**config.mk**
```make
export PLATFORM = sky130hd
export DESIGN_NAME = dps_top
export DESIGN_NICKNAME = d
export VERILOG_FILES = /design/src/dps_swallow_div.v /design/src/dps_phase_det.v /design/src/dps_top.v
export VERILOG_INCLUDE_DIRS = /design/src
export SDC_FILE = /design/constraint.sdc
export NUM_CORES = 1
export LEC_CHECK = 0
export BUFFER_PORTS_ARGS = -buffer_cell sky130_fd_sc_hd__buf_2
export CAP_MARGIN = 15
export CORE_AREA = 4 4 116 174
export DETAILED_ROUTE_END_ITERATION = 6
export DIE_AREA = 0 0 120 178
export GPL_TIMING_DRIVEN = 0
export PLACE_DENSITY_LB_ADDON = 0.1
export SLEW_MARGIN = 15
export SYNTH_ARGS = -nofsm -noshare
export SYNTH_HDL_FRONTEND = slang
export SYNTH_SLANG_ARGS = --single-unit
```
**constraint.sdc**
```tcl
create_clock -name CLK_IN -period 4.1 [get_ports CLK_IN]
set_input_delay 0.205 -clock CLK_IN [delete_from_list [all_inputs] [get_ports CLK_IN]]
set_output_delay 0.205 -clock CLK_IN [all_outputs]
set_load 0.005 [all_outputs]
```
**src/dps_map.vh**
```
`ifndef DPS_MAP_VH
`define DPS_MAP_VH

// ==========================================================
// Serial word
`define DPS_WORD_W 23
`define DPS_POS_DEST1 0
`define DPS_POS_DEST2 1
`define DPS_POS_TEST1 2
`define DPS_POS_TEST2 3
`define DPS_POS_REF_LSB 4
`define DPS_POS_REF_MSB 17
`define DPS_POS_CUR 18
`define DPS_POS_MON 2
`define DPS_POS_MOD 3
`define DPS_POS_POL 4
`define DPS_POS_SWL_LSB 5
`define DPS_POS_SWL_MSB 11
`define DPS_POS_MAIN_LSB 12
`define DPS_POS_MAIN_MSB 22

// ==========================================================
// Destination codes, {second, first}
`define DPS_DEST_IF_REF 2'h0
`define DPS_DEST_RF_REF 2'h1
`define DPS_DEST_IF_CNT 2'h2
`define DPS_DEST_RF_CNT 2'h3

// ==========================================================
// Reset values of the latches
`define DPS_RST_REF 14'h0003
`define DPS_RST_MAIN 11'h003
`define DPS_RST_SWL 7'h00

// ==========================================================
// Prescaler modulus bases
`define DPS_IF_BASE_HI 8'h08
`define DPS_IF_BASE_LO 8'h10
`define DPS_RF_BASE_HI 8'h40
`define DPS_RF_BASE_LO 8'h80

// ==========================================================
// Lock detect and restart limiting
`define DPS_LOCK_OSC 3'h2
`define DPS_UNLOCK_OSC 3'h4
`define DPS_LOCK_CYCLES 2'h3
`define DPS_RESTART_CYCLES 3'h4
`define DPS_RESTART_WIDTH 4'h8

`endif

```
**src/dps_swallow_div.v**
```verilog
`timescale 1ns/1ns
`include "dps_map.vh"

module dps_swallow_div (
    input wire clk_in,
    input wire srst_in,
    input wire run_in,
    input wire vco_edge_in,
    input wire [7:0] base_in,
    input wire [10:0] main_in,
    input wire [6:0] swallow_in,
    output reg pulse_out
);

    reg [7:0] pre_cnt;
    reg [10:0] main_cnt;
    reg [6:0] swl_cnt;
    wire [7:0] pre_last;

    assign pre_last = (swl_cnt != 7'h00) ? base_in : base_in - 8'h01;

    // ==========================================================
    // Prescaler, swallow and main counters
    always @(posedge clk_in) begin
        if (srst_in || !run_in) begin
            pre_cnt <= 8'h00;
            main_cnt <= main_in;
            swl_cnt <= swallow_in;
            pulse_out <= 1'b0;
        end else begin
            pulse_out <= 1'b0;
            if (vco_edge_in) begin
                if (pre_cnt == pre_last) begin
                    pre_cnt <= 8'h00;
                    if (swl_cnt != 7'h00) begin
                        swl_cnt <= swl_cnt - 7'h01;
                    end
                    if (main_cnt <= 11'h001) begin
                        main_cnt <= main_in;
                        swl_cnt <= swallow_in;
                        pulse_out <= 1'b1;
                    end else begin
                        main_cnt <= main_cnt - 11'h001;
                    end
                end else begin
                    pre_cnt <= pre_cnt + 8'h01;
                end
            end
        end
    end

endmodule // dps_swallow_div

```
**src/dps_phase_det.v**
```verilog
`timescale 1ns/1ns
`include "dps_map.vh"

module dps_phase_det (
    input wire clk_in,
    input wire srst_in,
    input wire run_in,
    input wire ref_pulse_in,
    input wire vco_pulse_in,
    input wire osc_edge_in,
    input wire polarity_in,
    output reg pump_out,
    output reg pump_oe_out,
    output reg locked_out
);

    reg up;
    reg dn;
    reg run_q;
    reg [2:0] err_osc;
    reg [3:0] err_clk;
    reg [2:0] restart_left;
    reg [1:0] good_cnt;
    reg cycle_bad;
    wire next_up;
    wire next_dn;
    wire limited;

    assign next_up = (up | ref_pulse_in) & ~(dn | vco_pulse_in);
    assign next_dn = (dn | vco_pulse_in) & ~(up | ref_pulse_in);
    assign limited = (restart_left != 3'h0) && (err_clk >= `DPS_RESTART_WIDTH);

    always @(posedge clk_in) begin
        if (srst_in || !run_in) begin
            up <= 1'b0;
            dn <= 1'b0;
            run_q <= 1'b0;
            err_osc <= 3'h0;
            err_clk <= 4'h0;
            restart_left <= 3'h0;
            good_cnt <= 2'h0;
            cycle_bad <= 1'b0;
            locked_out <= 1'b0;
            pump_out <= 1'b0;
            pump_oe_out <= 1'b0;
        end else begin
            up <= next_up;
            dn <= next_dn;
            run_q <= 1'b1;
            if (!run_q) begin
                restart_left <= `DPS_RESTART_CYCLES;
            end else if (ref_pulse_in && restart_left != 3'h0) begin
                restart_left <= restart_left - 3'h1;
            end
            if (up | dn) begin
                if (osc_edge_in && err_osc != 3'h7) begin
                    err_osc <= err_osc + 3'h1;
                end
                if (err_clk != 4'hf) begin
                    err_clk <= err_clk + 4'h1;
                end
            end else begin
                err_osc <= 3'h0;
                err_clk <= 4'h0;
            end
            if (err_osc > `DPS_LOCK_OSC) begin
                cycle_bad <= 1'b1;
            end
            if (err_osc >= `DPS_UNLOCK_OSC) begin
                locked_out <= 1'b0;
                good_cnt <= 2'h0;
            end else if (ref_pulse_in) begin
                // A wide error in the closing cycle must not be lost, so the reload repeats the set test
                cycle_bad <= (err_osc > `DPS_LOCK_OSC);
                if (cycle_bad) begin
                    good_cnt <= 2'h0;
                end else if (good_cnt != `DPS_LOCK_CYCLES) begin
                    good_cnt <= good_cnt + 2'h1;
                end else begin
                    locked_out <= 1'b1;
                end
            end
            pump_out <= ~(up ^ polarity_in);
            pump_oe_out <= (up | dn) & ~limited;
        end
    end

endmodule // dps_phase_det

```
**src/dps_top.v**
```verilog
// Overview of operation
// - Shift data in on serial clock rise
// - Strobe rise copies word to one latch
// - Two select bits choose destination latch
// - Reference word: select, test, ratio, current
// - Counter word: select, monitor, modulus, polarity, counts
// - Reference ratio fourteen bits, three minimum
// - Main ratio eleven bits, three minimum
// - Swallow seven bits, below main count
// - Modulus select picks small or large prescaler
// - Pulse swallow divide compared with reference
// - Test pair routes phase clock to monitor
// - Monitor select picks phase clock or lock
// - Polarity select swaps pump drive sense
// - Current select picks large pump drive
// - Low power save input sleeps loop
// - Sleeping loop pump is high impedance
// - Limit error pulses after waking
// - Lock after four narrow error cycles
// - Lock widths from oscillator periods
// - Independent power save per loop
`timescale 1ns/1ns
`include "dps_map.vh"

module dps_top (
    input wire CLK_IN,
    input wire SRST_IN,
    input wire SER_CLK_IN,
    input wire SER_DATA_IN,
    input wire LOAD_STROBE_IN,
    input wire POWER_SAVE_IF_N_IN,
    input wire POWER_SAVE_RF_N_IN,
    input wire REF_OSC_IN,
    input wire VCO_IF_IN,
    input wire VCO_RF_IN,
    output wire PUMP_IF_OUT,
    output wire PUMP_IF_OE_OUT,
    output reg PUMP_IF_HI_CUR_OUT,
    output wire PUMP_RF_OUT,
    output wire PUMP_RF_OE_OUT,
    output reg PUMP_RF_HI_CUR_OUT,
    output reg MONITOR_OUT
);

    // ==========================================================
    // Pin synchronisers
    // Bit order: 0 serial clock, 1 data, 2 strobe, 3 IF save,
    // 4 RF save, 5 oscillator, 6 IF VCO, 7 RF VCO
    reg [7:0] sync1;
    reg [7:0] sync2;
    reg [7:0] sync3;
    wire [7:0] rise;

    always @(posedge CLK_IN) begin
        if (SRST_IN) begin
            sync1 <= 8'h00;
            sync2 <= 8'h00;
            sync3 <= 8'h00;
        end else begin
            sync1 <= {VCO_RF_IN, VCO_IF_IN, REF_OSC_IN, POWER_SAVE_RF_N_IN,
                      POWER_SAVE_IF_N_IN, LOAD_STROBE_IN, SER_DATA_IN, SER_CLK_IN};
            sync2 <= sync1;
            sync3 <= sync2;
        end
    end

    // Edges are taken from the second and third stages only
    assign rise = sync2 & ~sync3;

    // ==========================================================
    // Loop run levels
    wire run_if;
    wire run_rf;

    assign run_if = sync2[3];
    assign run_rf = sync2[4];

    // ==========================================================
    // Shift register
    reg [`DPS_WORD_W-1:0] shift_word;

    always @(posedge CLK_IN) begin
        if (SRST_IN) begin
            shift_word <= {`DPS_WORD_W{1'b0}};
        end else if (rise[0]) begin
            // first bit ends at the top
            shift_word <= {shift_word[`DPS_WORD_W-2:0], sync2[1]};
        end
    end

    // ==========================================================
    // Latches
    reg [13:0] ref_if;
    reg [13:0] ref_rf;
    reg [10:0] main_if;
    reg [10:0] main_rf;
    reg [6:0] swl_if;
    reg [6:0] swl_rf;
    reg mod_sel_if;
    reg mod_sel_rf;
    reg pol_if;
    reg pol_rf;
    reg [1:0] test_sel;
    reg mon_sel;
    wire [1:0] dest;

    // select bits, first in bit zero
    assign dest = {shift_word[`DPS_POS_DEST2], shift_word[`DPS_POS_DEST1]};

    // Test pair sits at the same place in both reference words
    function [1:0] test_pair;
        input [`DPS_WORD_W-1:0] w;
        begin
            test_pair = {w[`DPS_POS_TEST2], w[`DPS_POS_TEST1]};
        end
    endfunction

    // Test pair and monitor select are shared, so the last word carrying them wins
    always @(posedge CLK_IN) begin
        if (SRST_IN) begin
            ref_if <= `DPS_RST_REF;
            ref_rf <= `DPS_RST_REF;
            main_if <= `DPS_RST_MAIN;
            main_rf <= `DPS_RST_MAIN;
            swl_if <= `DPS_RST_SWL;
            swl_rf <= `DPS_RST_SWL;
            mod_sel_if <= 1'b0;
            mod_sel_rf <= 1'b0;
            pol_if <= 1'b0;
            pol_rf <= 1'b0;
            test_sel <= 2'h0;
            mon_sel <= 1'b0;
            PUMP_IF_HI_CUR_OUT <= 1'b0;
            PUMP_RF_HI_CUR_OUT <= 1'b0;
        end else if (rise[2]) begin
            case (dest)
                `DPS_DEST_IF_REF: begin
                    ref_if <= shift_word[`DPS_POS_REF_MSB:`DPS_POS_REF_LSB];
                    test_sel <= test_pair(shift_word);
                    PUMP_IF_HI_CUR_OUT <= shift_word[`DPS_POS_CUR];
                end
                `DPS_DEST_RF_REF: begin
                    ref_rf <= shift_word[`DPS_POS_REF_MSB:`DPS_POS_REF_LSB];
                    test_sel <= test_pair(shift_word);
                    PUMP_RF_HI_CUR_OUT <= shift_word[`DPS_POS_CUR];
                end
                `DPS_DEST_IF_CNT: begin
                    main_if <= shift_word[`DPS_POS_MAIN_MSB:`DPS_POS_MAIN_LSB];
                    swl_if <= shift_word[`DPS_POS_SWL_MSB:`DPS_POS_SWL_LSB];
                    mod_sel_if <= shift_word[`DPS_POS_MOD];
                    pol_if <= shift_word[`DPS_POS_POL];
                    mon_sel <= shift_word[`DPS_POS_MON];
                end
                default: begin
                    main_rf <= shift_word[`DPS_POS_MAIN_MSB:`DPS_POS_MAIN_LSB];
                    swl_rf <= shift_word[`DPS_POS_SWL_MSB:`DPS_POS_SWL_LSB];
                    mod_sel_rf <= shift_word[`DPS_POS_MOD];
                    pol_rf <= shift_word[`DPS_POS_POL];
                    mon_sel <= shift_word[`DPS_POS_MON];
                end
            endcase
        end
    end

    // ==========================================================
    // Reference dividers
    reg [13:0] ref_cnt_if;
    reg [13:0] ref_cnt_rf;
    reg ref_pulse_if;
    reg ref_pulse_rf;

    // Wrap test shared by both reference counters
    function ref_end;
        input [13:0] cnt;
        input [13:0] ratio;
        begin
            ref_end = (cnt >= ratio - 14'h0001);
        end
    endfunction

    // Ratios below three are not guarded; a ratio of zero then divides the oscillator by 16384
    // divide oscillator by ratio
    always @(posedge CLK_IN) begin
        if (SRST_IN || !run_if) begin
            ref_cnt_if <= 14'h0000;
            ref_pulse_if <= 1'b0;
        end else begin
            ref_pulse_if <= 1'b0;
            if (rise[5]) begin
                if (ref_end(ref_cnt_if, ref_if)) begin
                    ref_cnt_if <= 14'h0000;
                    ref_pulse_if <= 1'b1;
                end else begin
                    ref_cnt_if <= ref_cnt_if + 14'h0001;
                end
            end
        end
    end

    always @(posedge CLK_IN) begin
        if (SRST_IN || !run_rf) begin
            ref_cnt_rf <= 14'h0000;
            ref_pulse_rf <= 1'b0;
        end else begin
            ref_pulse_rf <= 1'b0;
            if (rise[5]) begin
                if (ref_end(ref_cnt_rf, ref_rf)) begin
                    ref_cnt_rf <= 14'h0000;
                    ref_pulse_rf <= 1'b1;
                end else begin
                    ref_cnt_rf <= ref_cnt_rf + 14'h0001;
                end
            end
        end
    end

    // ==========================================================
    // VCO dividers
    wire [7:0] base_if;
    wire [7:0] base_rf;
    wire vco_pulse_if;
    wire vco_pulse_rf;

    assign base_if = mod_sel_if ? `DPS_IF_BASE_HI : `DPS_IF_BASE_LO;
    assign base_rf = mod_sel_rf ? `DPS_RF_BASE_HI : `DPS_RF_BASE_LO;

    dps_swallow_div u_div_if (
        .clk_in(CLK_IN),
        .srst_in(SRST_IN),
        .run_in(run_if),
        .vco_edge_in(rise[6]),
        .base_in(base_if),
        .main_in(main_if),
        .swallow_in(swl_if),
        .pulse_out(vco_pulse_if)
    );

    dps_swallow_div u_div_rf (
        .clk_in(CLK_IN),
        .srst_in(SRST_IN),
        .run_in(run_rf),
        .vco_edge_in(rise[7]),
        .base_in(base_rf),
        .main_in(main_rf),
        .swallow_in(swl_rf),
        .pulse_out(vco_pulse_rf)
    );

    // ==========================================================
    // Phase detectors and lock detect
    wire lock_if;
    wire lock_rf;

    dps_phase_det u_pd_if (
        .clk_in(CLK_IN),
        .srst_in(SRST_IN),
        .run_in(run_if),
        .ref_pulse_in(ref_pulse_if),
        .vco_pulse_in(vco_pulse_if),
        .osc_edge_in(rise[5]),
        .polarity_in(pol_if),
        .pump_out(PUMP_IF_OUT),
        .pump_oe_out(PUMP_IF_OE_OUT),
        .locked_out(lock_if)
    );

    dps_phase_det u_pd_rf (
        .clk_in(CLK_IN),
        .srst_in(SRST_IN),
        .run_in(run_rf),
        .ref_pulse_in(ref_pulse_rf),
        .vco_pulse_in(vco_pulse_rf),
        .osc_edge_in(rise[5]),
        .polarity_in(pol_rf),
        .pump_out(PUMP_RF_OUT),
        .pump_oe_out(PUMP_RF_OE_OUT),
        .locked_out(lock_rf)
    );

    // ==========================================================
    // Monitor output
    // Phase clocks are shown as toggles so each comparison is visible as an edge
    reg tog_ref_if;
    reg tog_ref_rf;
    reg tog_vco_if;
    reg tog_vco_rf;
    reg next_monitor;
    wire lock_all;

    always @(posedge CLK_IN) begin
        if (SRST_IN) begin
            tog_ref_if <= 1'b0;
            tog_ref_rf <= 1'b0;
            tog_vco_if <= 1'b0;
            tog_vco_rf <= 1'b0;
        end else begin
            tog_ref_if <= tog_ref_if ^ ref_pulse_if;
            tog_ref_rf <= tog_ref_rf ^ ref_pulse_rf;
            tog_vco_if <= tog_vco_if ^ vco_pulse_if;
            tog_vco_rf <= tog_vco_rf ^ vco_pulse_rf;
        end
    end

    assign lock_all = (lock_if | ~run_if) & (lock_rf | ~run_rf);

    always @* begin
        if (mon_sel) begin
            case (test_sel)
                2'h0: next_monitor = tog_ref_if;
                2'h1: next_monitor = tog_ref_rf;
                2'h2: next_monitor = tog_vco_if;
                2'h3: next_monitor = tog_vco_rf;
                default: next_monitor = 1'b0;
            endcase
        end else begin
            next_monitor = lock_all;
        end
    end

    always @(posedge CLK_IN) begin
        if (SRST_IN) begin
            MONITOR_OUT <= 1'b0;
        end else begin
            MONITOR_OUT <= next_monitor;
        end
    end

endmodule // dps_top

```
==> results of run 1 <==
[power groups by stage]
stage	sequential (mW)	combinational (mW)	clock (mW)
after CTS	2.48	0.223	2.23
after detailed placement	2.53	0.216	0
final	2.48	0.220	2.19
after floorplan	2.53	0.164	0
after global placement	2.53	0.211	0
after global routing	2.48	0.247	2.32
[worst max-delay path, cell delays in order (launching register included)]
cell and delay (ns):
dfxtp_1 0.36, nor4_2 0.34, nand2_1 0.10, or4_1 0.49, nor2_1 0.17, xnor2_1 0.08
ha_1 0.31, nand4_1 0.11, nor2_1 0.18, o311ai_0 0.22, a21oi_1 0.46, clkbuf_1 0.41
nor3_1 0.10
[synth_stat cells, drive strengths merged, types with 2 or more instances]
library cell / number / area (µm²)
or3: 4 / 25.0
nand3: 20 / 100
o311ai: 2 / 17.5
nand2b: 12 / 75.1
clkbuf: 43 / 161
nor3b: 2 / 15.0
o21ai: 32 / 171
a211o: 2 / 17.5
xor2: 45 / 394
a21oi: 133 / 666
nand3b: 8 / 60.1
o2111ai: 2 / 23.8
a211oi: 5 / 37.5
buf: 7 / 35.0
and2: 7 / 43.8
edfxtp: 36 / 1080
a21o: 3 / 22.5
and4b: 2 / 20.0
inv: 41 / 154
and3: 7 / 43.8
or4: 7 / 60.1
nor4: 12 / 111
a22oi: 2 / 15.0
or2: 3 / 18.8
and4: 4 / 35.0
nand2: 259 / 975
ha: 60 / 751
nor3: 56 / 305
xnor2: 61 / 534
nor2: 106 / 405
dfxtp: 208 / 4160
a31oi: 6 / 52.6
nand4: 20 / 125
o21a: 2 / 15.0
mux2i: 11 / 110
nor2b: 26 / 163
[per-layer routing]
layer	vias up	track usage	wire length, µm
met5	-	0	0
met4	0	0.0736	601
li1	4366	-	-
met3	46	0.0244	728
met2	126	0.429	12700
met1	4052	0.260	9950
[state kept, by name, summed over array words and instances (netlist names), 11 cells and up]
| name | flops |
|---|---|
| main_if | 11 |
| main_rf | 11 |
| ref_cnt_if | 14 |
| ref_cnt_rf | 14 |
| ref_if | 14 |
| ref_rf | 14 |
| shift_word | 23 |
| u_div_if.main_cnt | 11 |
| u_div_rf.main_cnt | 11 |
[worst paths after layout]
| path | slack, ns | from | endpoint |
|---|---|---|---|
| worst max-delay path | 0.63 | ref_rf[2]$_SDFFE_PP0P_ | ref_cnt_rf[8]$_SDFFE_PN0P_ |
| worst max register to register | 0.63 | ref_rf[2]$_SDFFE_PP0P_ | ref_cnt_rf[8]$_SDFFE_PN0P_ |
| worst min-delay path | 0.30 | SRST_IN | sync3[0]$_SDFF_PP0_ |
| worst min register to register | 0.43 | u_pd_rf.run_q$_DFF_P_ | u_pd_rf.restart_left[2]$_SDFFE_PN0P_ |
[kinds of logic after synthesis]
family / count (synthesis)
AND/OR/NAND/NOR: 557
XOR/XNOR: 106
buffers and inverters: 91
multiplexers: 12
adder cells (fa/ha/maj): 60
AO/OA/AOI/OAI: 192
flip-flops: 244
[cell type report]
type,count,area (µm²),share of cell area
Buffer,50,196,0.0159
Clock buffer,34,689,0.0559
Clock inverter,9,93.8,0.00761
Inverter,41,154,0.0125
Multi-Input combinational cell,927,5480,0.444
Sequential cell,244,5250,0.425
Tap cell,252,315,0.0256
Timing Repair Buffer,23,155,0.0126
[per-stage QoR]
| step | hold slack (ns) | instance area [µm²] | utilization | worst slack (ns) | power (mW) |
|---|---|---|---|---|---|
| final | 0.296 | 12300 | 0.665 | 0.627 | 4.89 |
| after global placement | 0.412 | 11500 | 0.618 | 0.678 | 2.74 |
| after global routing | 0.334 | 12300 | 0.665 | 0.312 | 5.05 |
| after detailed placement | 0.420 | 11500 | 0.618 | 0.591 | 2.75 |
| after floorplan | 0.333 | 11100 | - | 1.19 | 2.69 |
| after CTS | 0.265 | 12300 | 0.665 | 0.576 | 4.94 |
==> results.py, run 1 <==
metrics = {
    "run_status": {
        "status": "finished clean",
    },
    "drt": {
        "totalWireLength_mm": 23.9,
        "avgViaCountPerCell": 5.44,
        "wire_per_inst_um": 15.2,
        "antenna_left": 0,
        "drt_iter0_drc": 509,
        "drc_errors": 0,
        "dr.pass1.iters": 5,
        "vias": 8590,
    },
    "worst_setup_path": {
        "crit_arrival_ns": 3.86,
        "startpoint_type": "register",
        "required_ns": 4.48,
        "worst-r2r-cell-count": 12,
        "cp-end-kind": "register",
        "crit_type": "reg2reg",
        "path_max_fanout": 10,
    },
    "job": {
        "cap_violations": 0,
    },
    "place": {
        "dp.cells": 1529,
        "gp_congestion": 0.860,
        "io_buffers": 15,
        "dpl.hpwl_mm": 17.6,
    },
    "finish": {
        "layout_commonest_cell": "nand2_1",
        "final_cell_mix": "nand2_1 (258), dfxtp_1 (208), a21oi_1 (133), nor2_1 (105), xnor2_1 (61)",
        "syn2layout_area_growth_pct": 11.3,
        "diodes": 0,
        "finalNonFillerCells": 1580,
        "nNetsFinal": 1381,
        "nFillCells": 1615,
        "drive_gt1_frac": 0.0587,
    },
    "power": {
        "pwr-share-clk": 0.448,
        "p_seq_frac": 0.507,
        "p_per_area_nw_per_um2": 397,
        "switchingPower_mw": 1.05,
        "power_leakage_nw": 4.51,
        "sw_frac_of_total": 0.215,
        "intPower_mw": 3.84,
        "combPwrFrac": 0.045,
        "vdd_drop_max_uv": 316,
    },
    "clocking": {
        "cts_buffers": 24,
        "clock-sinks": 244,
        "ctsHoldBuffers": 8,
        "ctsResizeCount": 0,
        "cts.reportedPaths.clkPinSlew_ns": 0.06,
        "cts_tree": "yes",
        "ctsHtreeMaxLevel": 1,
        "cts_max_path_buffers": 3,
        "post_cts_buffers": 0,
        "clkLatencyLatePin_ns": 0.52,
        "cts_root_buf": "clkbuf_16",
    },
    "yosys": {
        "synth-compound-area-share": 0.0961,
        "avgSynthCellArea_um2": 8.78,
        "synth-edff-count": 36,
        "synth_fp_nets": 1332,
        "ys_dominant_reg_cell": "dfxtp_1",
        "synth_cells": 1262,
        "synth-xor-area-share": 0.0838,
        "ys_ff_latch": 244,
        "synth_mux_area_frac": 0.0120,
        "synth_fa_ha_area_frac": 0.0678,
        "ys_types": 54,
        "syn_area_um2": 11100,
        "async_flop_share": 0,
        "synth_top_family_by_area": "simple AND/OR/NAND/NOR gates",
        "synthSimpleGateAreaFrac": 0.235,
        "ys_seq_area_frac": 0.474,
        "yosysWarnings": 0,
    },
    "global_routing": {
        "grt_antenna_before_repair": 0,
        "grt_pass1_wl_mm": 39.4,
        "grt_pass1_vias": 8336,
        "grt_max_degree": 21,
        "overflow": 0,
        "grt.total_usage": 0.225,
    },
    "timing": {
        "worstMarginPinSlew_ns": 0.760,
        "maxSlewHeadroom": 0.494,
        "fin_crit_ns": 3.47,
        "skew_ns": 0.0146,
        "tns_ns": 0,
        "hold_viol": 0,
        "fmax_ghz": 0.288,
        "maxSlewViolCount": 0,
        "min_period_over_period": 0.847,
        "final-setup-viol-count": 0,
        "rsz0062_at_grt": "no",
    },
    "floorplanning": {
        "chipWidth_um": 120,
        "start_util": 0.597,
        "dieArea_um2": 21400,
        "fp-row-count": 61,
        "die-height_um": 178,
        "core_um2": 18500,
        "ios": 17,
    },
    "worst_hold_path": {
        "whs_path_depth": 3,
        "hold_path_class": "in2reg",
    },
}
(Power assumes the default switching activity.)
==> run 2, diff against run 1 <==
- ABC_AREA: default -> 1
- CORE_AREA: 4 4 116 174 -> 4 4 119 178
- DIE_AREA: 0 0 120 178 -> 0 0 123 182
- clock period: 4.1 -> 3.6 ns (I/O delays scaled with it)
==> run 2 against run 1 <==
Clock power rose by 16%; critical path depth increased by 8; synthesized cell count increased by 17%; total power increased by 18%; global-route usage up 0.17 points; highest routed layer unchanged.
==> results.py, run 2 <==
metrics = {
    "drt": {
        "wire_per_inst_um": 13.6,
        "totalWireLength_mm": 24.7,
        "drc_errors": 0,
        "dr.pass1.iters": 5,
        "drt_iter0_drc": 476,
        "vias": 9248,
        "avgViaCountPerCell": 5.11,
        "antenna_left": 0,
    },
    "yosys": {
        "synth_top_cell_by_area": "dfxtp_1",
        "syn_area_um2": 11600,
        "synth.most_common_cell": "nor2_1",
        "synth.area.top_cells": "dfxtp_1 (36%), nor2_1 (11%), edfxtp_1 (9.3%)",
        "ys_types": 51,
        "ys_seq_area_frac": 0.452,
        "avgSynthCellArea_um2": 7.83,
        "yosysWarnings": 0,
        "ys_ff_latch": 244,
        "async_flop_share": 0,
        "ys_top_cells_by_count": "nor2_1 (335), nand2_1 (221), dfxtp_1 (208)",
        "synth_cells": 1482,
        "ys_dominant_reg_cell": "dfxtp_1",
        "synth_fp_nets": 1552,
        "synth-edff-count": 36,
        "synth_top_cell_area_share": 0.359,
    },
    "finish": {
        "syn2layout_area_growth_pct": 11.3,
        "nNetsFinal": 1603,
        "fin_util": 0.659,
        "largest_reg_flops": 23,
        "drive_gt1_frac": 0.0832,
        "regMostFlops": "shift_word",
        "final_cell_mix": "nor2_1 (335), nand2_1 (221), dfxtp_1 (208), inv_1 (168), o21ai_0 (111)",
        "layout_commonest_cell": "nor2_1",
        "diodes": 0,
        "final_area_um2": 12900,
    },
    "floorplanning": {
        "core_um2": 19600,
        "die-height_um": 182,
        "ios": 17,
        "chipWidth_um": 123,
        "dieArea_um2": 22400,
        "fp-row-count": 63,
        "start_util": 0.591,
    },
    "clocking": {
        "cts_root_buf": "clkbuf_16",
        "cts.reportedPaths.clkPinSlew_ns": 0.06,
        "clkLatencyLatePin_ns": 0.52,
        "ctsHoldBuffers": 9,
        "cts_max_path_buffers": 3,
        "clock-sinks": 244,
        "cts_tree": "yes",
        "cts_buffers": 24,
        "ctsResizeCount": 0,
        "post_cts_buffers": 0,
        "ctsHtreeMaxLevel": 1,
    },
    "worst_setup_path": {
        "crit_arrival_ns": 3.42,
        "rrSetupSlack_ns": 0.58,
        "startpoint_type": "register",
        "path_max_fanout": 10,
        "crit_type": "reg2reg",
        "cp-end-kind": "register",
        "required_ns": 4.00,
    },
    "place": {
        "io_buffers": 16,
        "dpl.hpwl_mm": 18.0,
        "pre_cts_slack_ns": 0.521,
        "gp_congestion": 0.859,
        "dpl_cell_area_um2": 12000,
    },
    "worst_hold_path": {
        "hold_path_class": "reg2reg",
    },
    "global_routing": {
        "grt_pass1_vias": 9104,
        "grt.total_usage": 0.227,
        "grt_antenna_before_repair": 0,
        "grt_max_degree": 19,
        "grt_pass1_wl_mm": 41.7,
        "overflow": 0,
    },
    "timing": {
        "fmax_ghz": 0.331,
        "tns_ns": 0,
        "fin_crit_ns": 3.02,
        "maxSlewViolCount": 0,
        "worstMarginPinSlew_ns": 0.662,
        "hold_viol": 0,
        "rsz0062_at_grt": "no",
        "skew_ns": 0.0149,
        "maxSlewHeadroom": 0.558,
        "final-setup-viol-count": 0,
        "setup_slack_ns": 0.579,
        "min_period_over_period": 0.839,
    },
    "power": {
        "switchingPower_mw": 1.32,
        "power_leakage_nw": 5.65,
        "intPower_mw": 4.47,
        "power_mw": 5.79,
        "pwr-share-clk": 0.441,
        "combPwrFrac": 0.061,
        "sw_frac_of_total": 0.227,
        "p_per_area_nw_per_um2": 448,
        "p_seq_frac": 0.498,
        "vdd_drop_max_uv": 395,
    },
    "run_status": {
        "status": "finished clean",
    },
    "job": {
        "cap_violations": 0,
    },
}
run 2: final timing paths:
| check | to | depth (start not counted) | startpoint |
|---|---|---|---|
| hold reg to reg | sync2[3]$_SDFF_PP0_ | 2 | sync1[3]$_SDFF_PP0_ |
| hold / removal | sync2[3]$_SDFF_PP0_ | 2 | sync1[3]$_SDFF_PP0_ |
| setup / recovery | ref_cnt_if[4]$_SDFFE_PN0P_ | 20 | ref_if[0]$_SDFFE_PP1P_ |
| setup reg to reg | ref_cnt_if[4]$_SDFFE_PN0P_ | 20 | ref_if[0]$_SDFFE_PP1P_ |
run 2: area by class of cell:
cell class / count / area [µm²]
Fill cell: 1682 / 6700
Multi-Input combinational cell: 1025 / 5480
Sequential cell: 244 / 5250
Clock buffer: 36 / 749
Inverter: 174 / 663
Tap cell: 260 / 325
Buffer: 39 / 225
Timing Repair Buffer: 25 / 170
Clock inverter: 8 / 72.6
run 2: through the flow:
stage | cells | hold WS (ns)
4_1_cts | 1811 | 0.396
5_1_grt | 1811 | 0.424
3_5_place_dp | 1758 | 0.388
6_report | 1811 | 0.402
2_1_floorplan | 1482 | 0.285
3_3_place_gp | 1758 | 0.379
run 2: layer usage:
layer | wire length (µm) | GRT usage | vias to the layer above
li1 | - | - | 4806
met1 | 10200 | 0.265 | 4266
met2 | 13100 | 0.431 | 129
met3 | 695 | 0.0234 | 47
met4 | 653 | 0.0608 | 0
met5 | 0 | 0 | -
run 2: power by group through the flow:
stage	Sequential (mW)	Combinational (mW)	Clock, mW
after floorplan	2.92	0.268	0
after global placement	2.94	0.337	0
after detailed placement	2.94	0.343	0
after CTS	2.88	0.355	2.60
after global routing	2.89	0.405	2.72
final	2.89	0.351	2.55
run 2: cells by family after synthesis:
group	count (synthesis)	synth area share
flip-flops	244	0.452
buffers and inverters	213	0.0765
AND/OR/NAND/NOR	669	0.241
AO/OA/AOI/OAI	208	0.0991
adder cells (fa/ha/maj)	60	0.0647
XOR/XNOR	86	0.0649
multiplexers	2	0.00172
run 2: critical path, stage by stage (launching register included):
cell     delay [ns]
dfxtp_1        0.30
inv_1          0.10
ha_1           0.19
inv_1          0.05
nor2_1         0.16
inv_1          0.10
nor2_1         0.18
nand3_1        0.11
xor2_1         0.15
inv_1          0.06
ha_1           0.26
nand2_1        0.06
nor2_1         0.14
nand2_1        0.09
nor2_1         0.09
nand2_1        0.06
nand3_1        0.06
nand2_1        0.12
nand2_1        0.31
buf_2          0.28
nor2_1         0.06
